### config.mk
export PLATFORM = sky130hd
export DESIGN_NAME = alu_logic_bit_ops_exec
export DESIGN_NICKNAME = d
export VERILOG_FILES = /design/src/logic/alu_exec_pkg.sv /design/src/logic/decode_if.sv /design/src/logic/insn_decoder.sv /design/src/logic/alu_logic_bit_ops_exec.sv
export VERILOG_INCLUDE_DIRS = /design/src /design/src/logic
export SDC_FILE = /design/constraint.sdc
export NUM_CORES = 1
export LEC_CHECK = 0
export ABC_AREA = 1
export BUFFER_PORTS_ARGS = -buffer_cell sky130_fd_sc_hd__buf_4
export CORE_ASPECT_RATIO = 0.6
export CORE_UTILIZATION = 31
export CTS_CLUSTER_DIAMETER = 40
export DETAILED_ROUTE_END_ITERATION = 10
export GPL_ROUTABILITY_DRIVEN = 0
export PLACE_DENSITY = 0.58
export SETUP_SLACK_MARGIN = 0.5
export SKIP_CTS_REPAIR_TIMING = 1
export SLEW_MARGIN = 20
export SYNTH_ARGS = -nofsm -noshare
export SYNTH_HDL_FRONTEND = slang
export SYNTH_SLANG_ARGS = --single-unit
### constraint.sdc
create_clock -name ref_clk -period 5 [get_ports ref_clk]
set_clock_uncertainty 0.05 [all_clocks]
set_input_delay 0.25 -clock ref_clk [delete_from_list [all_inputs] [get_ports ref_clk]]
set_output_delay 0.25 -clock ref_clk [all_outputs]
set_load 0.01 [all_outputs]
### src/logic/alu_exec_regs.svh
// Constants for the accumulator, logic and bit-operation execution block.
// Assumes a 12-bit instruction word and a 32-entry, 8-bit file register.
`ifndef ALU_EXEC_REGS_SVH
`define ALU_EXEC_REGS_SVH
`define FILE_DEPTH 32
`define ACCUM_RESET 8'h00
`define FILE_RESET 8'h00
`define OP_ADD_ACCUM_FILE 6'h07
`define OP_AND_ACCUM_FILE 6'h05
`define OP_AND_LITERAL 4'hE
`define OP_BIT_CLEAR 4'h4
`define OP_BIT_SET 4'h5
`define OP_BIT_TEST_ZERO 4'h6
`define INSN_NO_OPERATION 12'h000
`define INSN_DEST_BIT 5
`define INSN_MSB 11
`define INSN_OP6_LSB 6
`define INSN_OP4_LSB 8
`define INSN_FILE_MSB 4
`define INSN_BIT_MSB 7
`define INSN_BIT_LSB 5
`define INSN_LIT_MSB 7
`endif

### src/logic/alu_exec_pkg.sv
// Types for the execution block.
// Assumes the constants header is included by the modules that need it.
package alu_exec_pkg;
    typedef enum {
        OpNone,
        OpAddFile,
        OpAndFile,
        OpAndLit,
        OpBitClr,
        OpBitSet,
        OpBitTest
    } op_e;
endpackage

### src/logic/decode_if.sv
// Interface carrying the decoded instruction fields from decoder to core.
// Assumes both ends run on the same instruction clock.
`timescale 1ns/1ns
interface decode_if;
    alu_exec_pkg::op_e op;
    logic [4:0] fileAddr;
    logic [2:0] bitSel;
    logic destFile;
    logic [7:0] literal;
    modport producer (output op, fileAddr, bitSel, destFile, literal);
    modport consumer (input op, fileAddr, bitSel, destFile, literal);
endinterface

### src/logic/insn_decoder.sv
// Combinational decoder of a 12-bit instruction word into fields.
// Assumes the word presented is already the one chosen for execution.
`timescale 1ns/1ns
`include "alu_exec_regs.svh"
module insn_decoder (
    input wire logic [11:0] insn,
    decode_if.producer dec
);
    // Split operand fields; they sit at the same places in every format.
    assign dec.fileAddr = insn[`INSN_FILE_MSB:0];
    assign dec.bitSel = insn[`INSN_BIT_MSB:`INSN_BIT_LSB];
    assign dec.destFile = insn[`INSN_DEST_BIT];
    assign dec.literal = insn[`INSN_LIT_MSB:0];

    // Match opcodes; unknown codes decode to no effect.
    always_comb
    begin
        dec.op = alu_exec_pkg::OpNone;
        if (insn[`INSN_MSB:`INSN_OP6_LSB] == `OP_ADD_ACCUM_FILE)
            dec.op = alu_exec_pkg::OpAddFile;
        else if (insn[`INSN_MSB:`INSN_OP6_LSB] == `OP_AND_ACCUM_FILE)
            dec.op = alu_exec_pkg::OpAndFile;
        else if (insn[`INSN_MSB:`INSN_OP4_LSB] == `OP_AND_LITERAL)
            dec.op = alu_exec_pkg::OpAndLit;
        else if (insn[`INSN_MSB:`INSN_OP4_LSB] == `OP_BIT_CLEAR)
            dec.op = alu_exec_pkg::OpBitClr;
        else if (insn[`INSN_MSB:`INSN_OP4_LSB] == `OP_BIT_SET)
            dec.op = alu_exec_pkg::OpBitSet;
        else if (insn[`INSN_MSB:`INSN_OP4_LSB] == `OP_BIT_TEST_ZERO)
            dec.op = alu_exec_pkg::OpBitTest;
    end
endmodule // insn_decoder

### src/logic/alu_logic_bit_ops_exec.sv
// Executes add, AND and single-bit instructions on the accumulator and
// a 32-entry file register, including the bit-test skip.
// Assumes one instruction word arrives per cycle while insnValid is high,
// and that idle cycles with insnValid low may fall between any two words.
`timescale 1ns/1ns
`include "alu_exec_regs.svh"
module alu_logic_bit_ops_exec (
    input wire logic ref_clk,
    input wire logic rst_b,
    input wire logic insnValid,
    input wire logic [11:0] insnWord,
    output logic [7:0] accum_q,
    output logic carryFlag_q,
    output logic digitCarryFlag_q,
    output logic zeroFlag_q,
    output logic skipActive_q,
    output logic retired_q,
    output logic fileWrEn_q,
    output logic [4:0] fileWrAddr_q,
    output logic [7:0] fileWrData_q
);
    // File register storage. Its contents survive reset, so software
    // must write a location before it relies on its value.
    logic [7:0] fileMem [`FILE_DEPTH];

    // Skip state carried from a bit test to the word that follows it.
    logic skipPending_q;
    logic skipNext;

    // The word actually executed and its addressed operand.
    logic [11:0] execWord;
    logic [7:0] fileVal;
    logic [7:0] bitMask;
    logic testedBitZero;

    // Adder outputs; the extra top bits hold the carries.
    logic [8:0] sum;
    logic [4:0] lowSum;

    // Result and the write-back strobes that steer it.
    logic [7:0] result;
    logic execute;
    logic writeFile;
    logic writeAccum;

    // Which flags the executed operation is allowed to touch.
    logic updatesCarry;
    logic updatesZero;

    // Decoded fields travel from the decoder in one bundle.
    decode_if dec ();

    // A word arriving while a skip is pending is replaced by a no-operation.
    assign execWord = skipPending_q ? `INSN_NO_OPERATION : insnWord;
    assign execute = insnValid;

    // The decoder sees the substituted word, so a skipped word does nothing.
    insn_decoder decoder (
        .insn(execWord),
        .dec(dec)
    );

    assign fileVal = fileMem[dec.fileAddr];
    assign bitMask = 8'h01 << dec.bitSel;
    assign sum = {1'b0, accum_q} + {1'b0, fileVal};
    assign lowSum = {1'b0, accum_q[3:0]} + {1'b0, fileVal[3:0]};

    // Selected bit of the addressed register, as the bit test sees it.
    assign testedBitZero = (fileVal & bitMask) == 8'h00;

    // A clear tested bit arms the skip; a set bit leaves it idle.
    assign skipNext = (dec.op == alu_exec_pkg::OpBitTest)
        && testedBitZero;

    // Only the add moves the carries; add and both ANDs move zero.
    // Bit operations and the test are absent, so they keep every flag.
    assign updatesCarry = (dec.op == alu_exec_pkg::OpAddFile);
    assign updatesZero = (dec.op == alu_exec_pkg::OpAddFile)
        || (dec.op == alu_exec_pkg::OpAndFile)
        || (dec.op == alu_exec_pkg::OpAndLit);

    // Result and destination selection for each operation.
    always_comb
    begin
        result = 8'h00;
        writeFile = 1'b0;
        writeAccum = 1'b0;
        unique case (dec.op)
            alu_exec_pkg::OpAddFile:
            begin
                result = sum[7:0];
                writeFile = dec.destFile;
                writeAccum = !dec.destFile;
            end
            alu_exec_pkg::OpAndFile:
            begin
                result = accum_q & fileVal;
                writeFile = dec.destFile;
                writeAccum = !dec.destFile;
            end
            alu_exec_pkg::OpAndLit:
            begin
                result = accum_q & dec.literal;
                writeAccum = 1'b1;
            end
            alu_exec_pkg::OpBitClr:
            begin
                result = fileVal & ~bitMask;
                writeFile = 1'b1;
            end
            alu_exec_pkg::OpBitSet:
            begin
                result = fileVal | bitMask;
                writeFile = 1'b1;
            end
            // The test only reads the register; nothing is written.
            alu_exec_pkg::OpBitTest:
            begin
                result = fileVal;
            end
            alu_exec_pkg::OpNone:
            begin
                result = 8'h00;
            end
        endcase
    end

    // File register writes. There is no reset network, so the array can
    // map to plain RAM; the price is unknown contents after power-up.
    always_ff @(posedge ref_clk)
    begin
        if (execute && writeFile)
            fileMem[dec.fileAddr] <= result;
    end

    // Accumulator write-back. A replaced word decodes to no operation
    // and so never reaches this register.
    always_ff @(posedge ref_clk or negedge rst_b)
    begin
        if (!rst_b)
            accum_q <= `ACCUM_RESET;
        else if (execute && writeAccum)
            accum_q <= result;
    end

    // Carry and digit carry move only on an executed add; the digit
    // carry is the carry out of bit 3 of the same sum.
    always_ff @(posedge ref_clk or negedge rst_b)
    begin
        if (!rst_b)
        begin
            carryFlag_q <= 1'b0;
            digitCarryFlag_q <= 1'b0;
        end
        else if (execute && updatesCarry)
        begin
            carryFlag_q <= sum[8];
            digitCarryFlag_q <= lowSum[4];
        end
    end

    // Zero flag follows the result of the add and of both ANDs; bit
    // operations, the test and a replaced word leave it alone.
    always_ff @(posedge ref_clk or negedge rst_b)
    begin
        if (!rst_b)
            zeroFlag_q <= 1'b0;
        else if (execute && updatesZero)
            zeroFlag_q <= (result == 8'h00);
    end

    // Skip tracking: a clear tested bit kills the next word, a set bit
    // lets it run. The pending skip lasts until one word is consumed;
    // idle cycles leave it armed, so it lands on a real word unless a reset clears it first.
    always_ff @(posedge ref_clk or negedge rst_b)
    begin
        if (!rst_b)
            skipPending_q <= 1'b0;
        else if (execute)
            skipPending_q <= skipNext;
    end

    // Replaced-word marker: high the cycle after a no-operation stood in
    // for a fetched word.
    always_ff @(posedge ref_clk or negedge rst_b)
    begin
        if (!rst_b)
            skipActive_q <= 1'b0;
        else
            skipActive_q <= execute && skipPending_q;
    end

    // Retire marker: every accepted word, a replaced one included, so an
    // observer can see that a taken skip costs two cycles.
    always_ff @(posedge ref_clk or negedge rst_b)
    begin
        if (!rst_b)
            retired_q <= 1'b0;
        else
            retired_q <= execute;
    end

    // Write strobe copy, one pulse per file register write.
    always_ff @(posedge ref_clk or negedge rst_b)
    begin
        if (!rst_b)
            fileWrEn_q <= 1'b0;
        else
            fileWrEn_q <= execute && writeFile;
    end

    // Address and data of the last executed word. They hold while no word
    // is accepted, so a slow observer still sees the last write; the cost
    // is that they also follow words that write nothing.
    always_ff @(posedge ref_clk or negedge rst_b)
    begin
        if (!rst_b)
        begin
            fileWrAddr_q <= 5'h00;
            fileWrData_q <= `FILE_RESET;
        end
        else if (execute)
        begin
            fileWrAddr_q <= dec.fileAddr;
            fileWrData_q <= result;
        end
    end
endmodule // alu_logic_bit_ops_exec

# Word level (Yosys, flattened, before mapping)
# Memory sizes are Yosys's and may differ from the RTL's.
# Index checks and enable logic that the tools add are counted.
dict set report totals {
  reg_bits 28
  latch_bits 0
  ram_bits 256
  mem_bits_ro 0
  in_bits 15
  elab_cells 62
  n_memories 1
}
dict set report op_classes {
  addsub 2
  mul 0
  n_div 0
  order_cmp 0
  eq_ne 16
  n_shift 1
  mux 12
  n_bitwise 6
  reduce_logical 14
}
# memory depth word_bits rd rd_ports_with_merged_regs write_ports line_no
set memory_table {}
lappend memory_table {fileMem 32 8 1 0 1 alu_logic_bit_ops_exec.sv:24} ;# logic [7:0] fileMem [`FILE_DEPTH];
# op n
set op_table {}
lappend op_table {{$eq A32 B3 Y1 const B} 5}
lappend op_table {{$mux W32} 5}
lappend op_table {{$eq A32 B2 Y1 const B} 3}
lappend op_table {{$pmux W8 S7} 1}
lappend op_table {{$and A8 B8 Y8} 4}
lappend op_table {{$eq A32 B1 Y1 const B} 1}
lappend op_table {{$eq A32 B4 Y1 const B} 1}
lappend op_table {{$logic_not A32 Y1} 1}
lappend op_table {{$logic_not A8 Y1} 2}
lappend op_table {{$eq A4 B3 Y1 const B} 3}
lappend op_table {{$eq A6 B3 Y1 const B} 2}
lappend op_table {{$mux W12} 1}
lappend op_table {{$add A8 B8 Y9} 1}
lappend op_table {{$not A8 Y8} 1}
lappend op_table {{$or A8 B8 Y8} 1}
lappend op_table {{$shl A1 B3 Y8 const A} 1}
lappend op_table {{$logic_and A1 B1 Y1} 6}
lappend op_table {{$add A4 B4 Y5} 1}
lappend op_table {{$eq A4 B4 Y1 const B} 1}
lappend op_table {{$pmux W1 S2} 2}
lappend op_table {{$reduce_or A2 Y1} 2}
lappend op_table {{$mux W3} 1}
lappend op_table {{$logic_or A1 B1 Y1} 2}
lappend op_table {{$mux W1} 2}
lappend op_table {{$logic_not A1 Y1} 1}

# Longest topological paths before layout
dict set report logic_depth {
  ltp_word 14
  ltp_mapped 26
}

# Modules after synthesis
# A second synthesis with hierarchy kept.
dict set report unflattened {
  hier_cells 1414
  area_unflattened_um2 13327.8
}
# mod n_inst cells_each area_per_inst_um2 seq_area_each_um2
set by_module_without_submodules {}
lappend by_module_without_submodules {alu_logic_bit_ops_exec 1 1350 12894.9 8388.0}
lappend by_module_without_submodules {insn_decoder 1 64 432.9 0.0}

# Worst setup path before layout
# No wires, ideal clock.
dict set report synth_path {
  path_type {register to register}
  start {register skipPending_q}
  end {memory fileMem[0][6], data pin}
  setup_ns 0.274
  arrival_time_ns 3.032
  required_time_ns 4.676
  path_slack_ns 1.645
  path_stages_with_launch 19
  n_path_buf 1
  cell_sequence {dfrtp_1 buf_6 nor2_8 nand2_1 nor2_1 nand2_1 nand2_1 nor2_1 nand2_1 inv_1 ha_1 fa_1 nand3_1 a21oi_1 o21ai_0 a21oi_1 o21ai_0 nand2_1 inv_1}
}
dict set report synth_via {
  elab_chain_len 10
}
# item line_no
set synth_lines {}
lappend synth_lines {{start: declaration} alu_logic_bit_ops_exec.sv:27} ;# logic skipPending_q;
lappend synth_lines {{start signal: assignment} alu_logic_bit_ops_exec.sv:180} ;# skipPending_q <= skipNext;
lappend synth_lines {{$mux W12 (*)} alu_logic_bit_ops_exec.sv:54} ;# assign execWord = skipPending_q ? `INSN_NO_OPERATION : insnWord;
lappend synth_lines {{$eq A4 B3 Y1 (no source line)} -}
lappend synth_lines {{$mux W3} insn_decoder.sv:29} ;# else if (insn[`INSN_MSB:`INSN_OP4_LSB] == `OP_BIT_TEST_ZERO)
lappend synth_lines {{$mux W32} insn_decoder.sv:27} ;# else if (insn[`INSN_MSB:`INSN_OP4_LSB] == `OP_BIT_SET)
lappend synth_lines {{$mux W32} insn_decoder.sv:25} ;# else if (insn[`INSN_MSB:`INSN_OP4_LSB] == `OP_BIT_CLEAR)
lappend synth_lines {{$mux W32} insn_decoder.sv:23} ;# else if (insn[`INSN_MSB:`INSN_OP4_LSB] == `OP_AND_LITERAL)
lappend synth_lines {{$mux W32} insn_decoder.sv:21} ;# else if (insn[`INSN_MSB:`INSN_OP6_LSB] == `OP_AND_ACCUM_FILE)
lappend synth_lines {{$mux W32} insn_decoder.sv:19} ;# if (insn[`INSN_MSB:`INSN_OP6_LSB] == `OP_ADD_ACCUM_FILE)
lappend synth_lines {{$eq A32 B3 Y1 (tied with other cells)} alu_logic_bit_ops_exec.sv:88} ;# unique case (dec.op)
lappend synth_lines {{$pmux W8 S7 (*)} alu_logic_bit_ops_exec.sv:88}
lappend synth_lines {{net result[6]} alu_logic_bit_ops_exec.sv:41} ;# logic [7:0] result;
lappend synth_lines {{end: declaration} alu_logic_bit_ops_exec.sv:24}
# The timed path passes the listed nets; every way through them passes the cells marked *.

# Worst setup path in the final report
dict set report layout_path {
  start {register skipPending_q}
  end {register accum_q[6]}
}
# item line_no
set layout_rtl {}
lappend layout_rtl {{$mux W12 (*)} alu_logic_bit_ops_exec.sv:54}
lappend layout_rtl {{$eq A4 B3 Y1 (no source line)} -}
lappend layout_rtl {{$mux W3} insn_decoder.sv:29}
lappend layout_rtl {{$mux W32} insn_decoder.sv:27}
lappend layout_rtl {{$mux W32} insn_decoder.sv:25}
lappend layout_rtl {{$mux W32} insn_decoder.sv:23}
lappend layout_rtl {{$mux W32} insn_decoder.sv:21}
lappend layout_rtl {{$mux W32} insn_decoder.sv:19}
lappend layout_rtl {{$eq A32 B3 Y1 (tied with other cells)} alu_logic_bit_ops_exec.sv:88}
lappend layout_rtl {{$pmux W8 S7 (*)} alu_logic_bit_ops_exec.sv:88}
lappend layout_rtl {{net result[6]} alu_logic_bit_ops_exec.sv:41}
lappend layout_rtl {{end signal: assignment} alu_logic_bit_ops_exec.sv:141} ;# accum_q <= `ACCUM_RESET;
lappend layout_rtl {{end signal: assignment} alu_logic_bit_ops_exec.sv:143} ;# accum_q <= result;
lappend layout_rtl {{end: declaration} alu_logic_bit_ops_exec.sv:12} ;# output logic [7:0] accum_q,
# Marks and branches as above.
# A chain may end at the register's enable or synchronous reset.

==> results.json <==
{
  "muxShareOfSynthArea_pct": 0,
  "finish.net_count": 1453,
  "r2r-end": "accum_q[6]$_DFFE_PN0P_",
  "tns_ps": 0,
  "synth_top_family_by_area": "simple AND/OR/NAND/NOR gates",
  "end_kind": "flop",
  "hold_violations": 0,
  "drc": 0,
  "die_h_um": 161,
  "cp_num_cells": 22,
  "avgRoutedWirePerCell_um": 19.0,
  "r2r_start": "skipPending_q$_DFFE_PN0P_",
  "crit_arrival_ps": 4500,
  "drt_iter0_markers": 1279,
  "critPathMaxStageDelay_ps": 440,
  "wirelength_um": 38300,
  "preCtsSetupSlack_ps": 814,
  "vias": 9818,
  "synthXorXnorAreaFrac_pct": 0.200,
  "grt_pass1_vias": 9135,
  "ff2ff_path_depth": 22,
  "diodes": 0,
  "fin_crit_ps": 4090,
  "fmax_mhz": 245,
  "finalCritPeriodShare_pct": 81.8,
  "slew_viol_final": 0,
  "crit_slowest_cell": "fa_1",
  "required_ps": 5410,
  "crit_fanout": 33,
  "grt_max_degree": 40,
  "wl_met1_um": 18600,
  "cts_tree": "done",
  "first_pass_iters": 5,
  "rsz0062_at_grt": "no",
  "h-tree-depth": 1,
  "yosys.area_share.adder_pct": 0.914,
  "layout_commonest_cell": "nand2_1",
  "synthSimpleGateAreaFrac_pct": 22.9,
  "setup_viol": 0,
  "vias_per_cell": 4.88,
  "critPathTopFamily": "simple AND/OR/NAND/NOR gates",
  "final_cell_mix": "498 x nand2_1, 256 x edfxtp_1, 184 x inv_1",
  "synth_cell_types": 36,
  "top_layer": "met4",
  "cap_viol_max_count": 0,
  "ios": 42,
  "synth-seq-area-share_pct": 63.9,
  "initial_core_util_pct": 32.0,
  "ys_warn_count": 0,
  "status": "complete, no violations",
  "die_width_um": 268,
  "io_buffers": 41,
  "core_area_um2": 41100,
  "grt_usage_pct": 17.9,
  "r2r_slack_ps": 910,
  "rows": 57,
  "synth_fp_nets": 1386,
  "start_kind": "flop",
  "syn_avg_cell_area_um2": 9.64,
  "clk_latency_ps": 580,
  "cts.clk_slew.worst_paths_ps": 70,
  "synthesis.area_um2": 13100,
  "wl_met2_um": 14600,
  "grt_overflow": 0,
  "ys_ff_latch": 284,
  "drive_gt1_share_pct": 11.4,
  "grt_pass1_wl_um": 57700,
  "hpwl_um": 26200,
  "crit_top_cell": "nand2_1",
  "dieArea_um2": 43200,
  "cts_buffer_depth": 3,
  "tightest_slew_ps": 1040,
  "worstPathCellList": "buf_4, nor2_4, buf_6, nand2_1, nand2_1, nand2_1, nand2_1, nor2_1, nand2_1, inv_1, ha_1, fa_1, nand3_1, a21oi_1, o21ai_0, a21oi_1, o21ai_0, nand2_1, inv_1, buf_6, nand2_1, o21ai_0",
  "numCtsBuffers": 28,
  "dr_wl_met3_um": 4350,
  "syn-instance-count": 1362,
  "area_delta_synth_final_pct": 15.5,
  "ir_worst_vdd_uv": 264,
  "worst-path-buf-inv": 5,
  "synth-compound-area-share_pct": 4.54,
  "maxSlewHeadroom_pct": 30.3,
  "ant_nets": 0,
  "p_leak_nw": 6.59,
  "ctsRootBufferMaster": "clkbuf_16",
  "critPathKind": "reg2reg",
  "antenna_found_initial": 0,
  "clock-sinks": 284,
  "hp-class": "in2async",
  "setup_slack_ps": 910,
  "powerDensity_nw_per_um2": 376
}
[per-stage QoR]
step / total power, mW / hold slack, ps / util [%] / cells / instance area, µm²
CTS: 5.70 / -445 / 36.8 / 2009 / 15100
floorplan: 3.19 / -95.6 / - / 1362 / 13100
global route: 5.89 / 124 / 36.9 / 2011 / 15200
finish: 5.70 / 109 / 36.9 / 2011 / 15200
global placement: 3.51 / 167 / 34.5 / 1957 / 14200
detailed placement: 3.52 / 168 / 34.5 / 1957 / 14200
[state kept, by name (all words and copies together) (netlist names)]
name,cells
digitCarryFlag_q,1
fileWrEn_q,1
carryFlag_q,1
fileWrAddr_q,5
skipPending_q,1
fileMem,256
fileWrData_q,8
accum_q,8
zeroFlag_q,1
retired_q,1
skipActive_q,1
[power breakdown]
group          internal, mW  switching (mW)  total, mW
Combinational         0.242           0.525      0.768
Clock                  1.21           0.994       2.21
Sequential             2.67          0.0515       2.72
Total                  4.13            1.57       5.70
[how the worst max path moves through the flow]
stage	start	to	slack, ps
after floorplan	skipPending_q$_DFFE_PN0P_	fileMem[0][6]$_DFFE_PP_	1640
after global placement	insnWord[0]	accum_q[6]$_DFFE_PN0P_	870
after detailed placement	insnWord[0]	accum_q[6]$_DFFE_PN0P_	810
after CTS	skipPending_q$_DFFE_PN0P_	accum_q[6]$_DFFE_PN0P_	800
after global routing	skipPending_q$_DFFE_PN0P_	accum_q[6]$_DFFE_PN0P_	500
final	skipPending_q$_DFFE_PN0P_	accum_q[6]$_DFFE_PN0P_	910
[Yosys cell counts, drive strengths merged]
cell,instances,area (µm²)
a21oi,14,81.3
a22oi,10,75.1
a2bb2oi,1,8.76
a31oi,6,37.5
buf,33,248
clkbuf,8,30.0
dfrtp,28,701
edfxtp,256,7690
fa,1,20.0
ha,8,100
inv,193,724
nand2,507,1930
nand3,51,270
nand3b,9,67.6
nand4,8,50.1
nor2,148,613
nor3,3,30.0
nor4,1,21.3
o211ai,1,7.51
o21a,1,7.51
o21ai,60,300
o221ai,8,70.1
o311ai,1,8.76
or2,3,18.8
xor2,3,26.3
[kinds of logic (layout without fill, tap and decap cells)]
group	after synthesis	in the layout
AND/OR/NAND/NOR	730	730
AO/OA/AOI/OAI	102	102
adder cells (fa/ha/maj)	9	9
flip-flops	284	284
buffers and inverters	234	323
XOR/XNOR	3	3
[per-layer routing]
layer | up-vias | GRT usage, %
li1 | 4534 | -
met5 | - | 0
met3 | 58 | 4.33
met2 | 492 | 23.2
met1 | 4734 | 29.2
met4 | 0 | 3.64
[area by class of cell]
cell class              count  area, µm²
clock buffers              35        767
clock inverters            17        190
fillers                  4140      25900
inverters                 193        724
multi-input cells         844       3770
flip-flops and latches    284       8390
well taps                 560        701
repair buffers             78        623
Power figures use the tool's default switching activity.
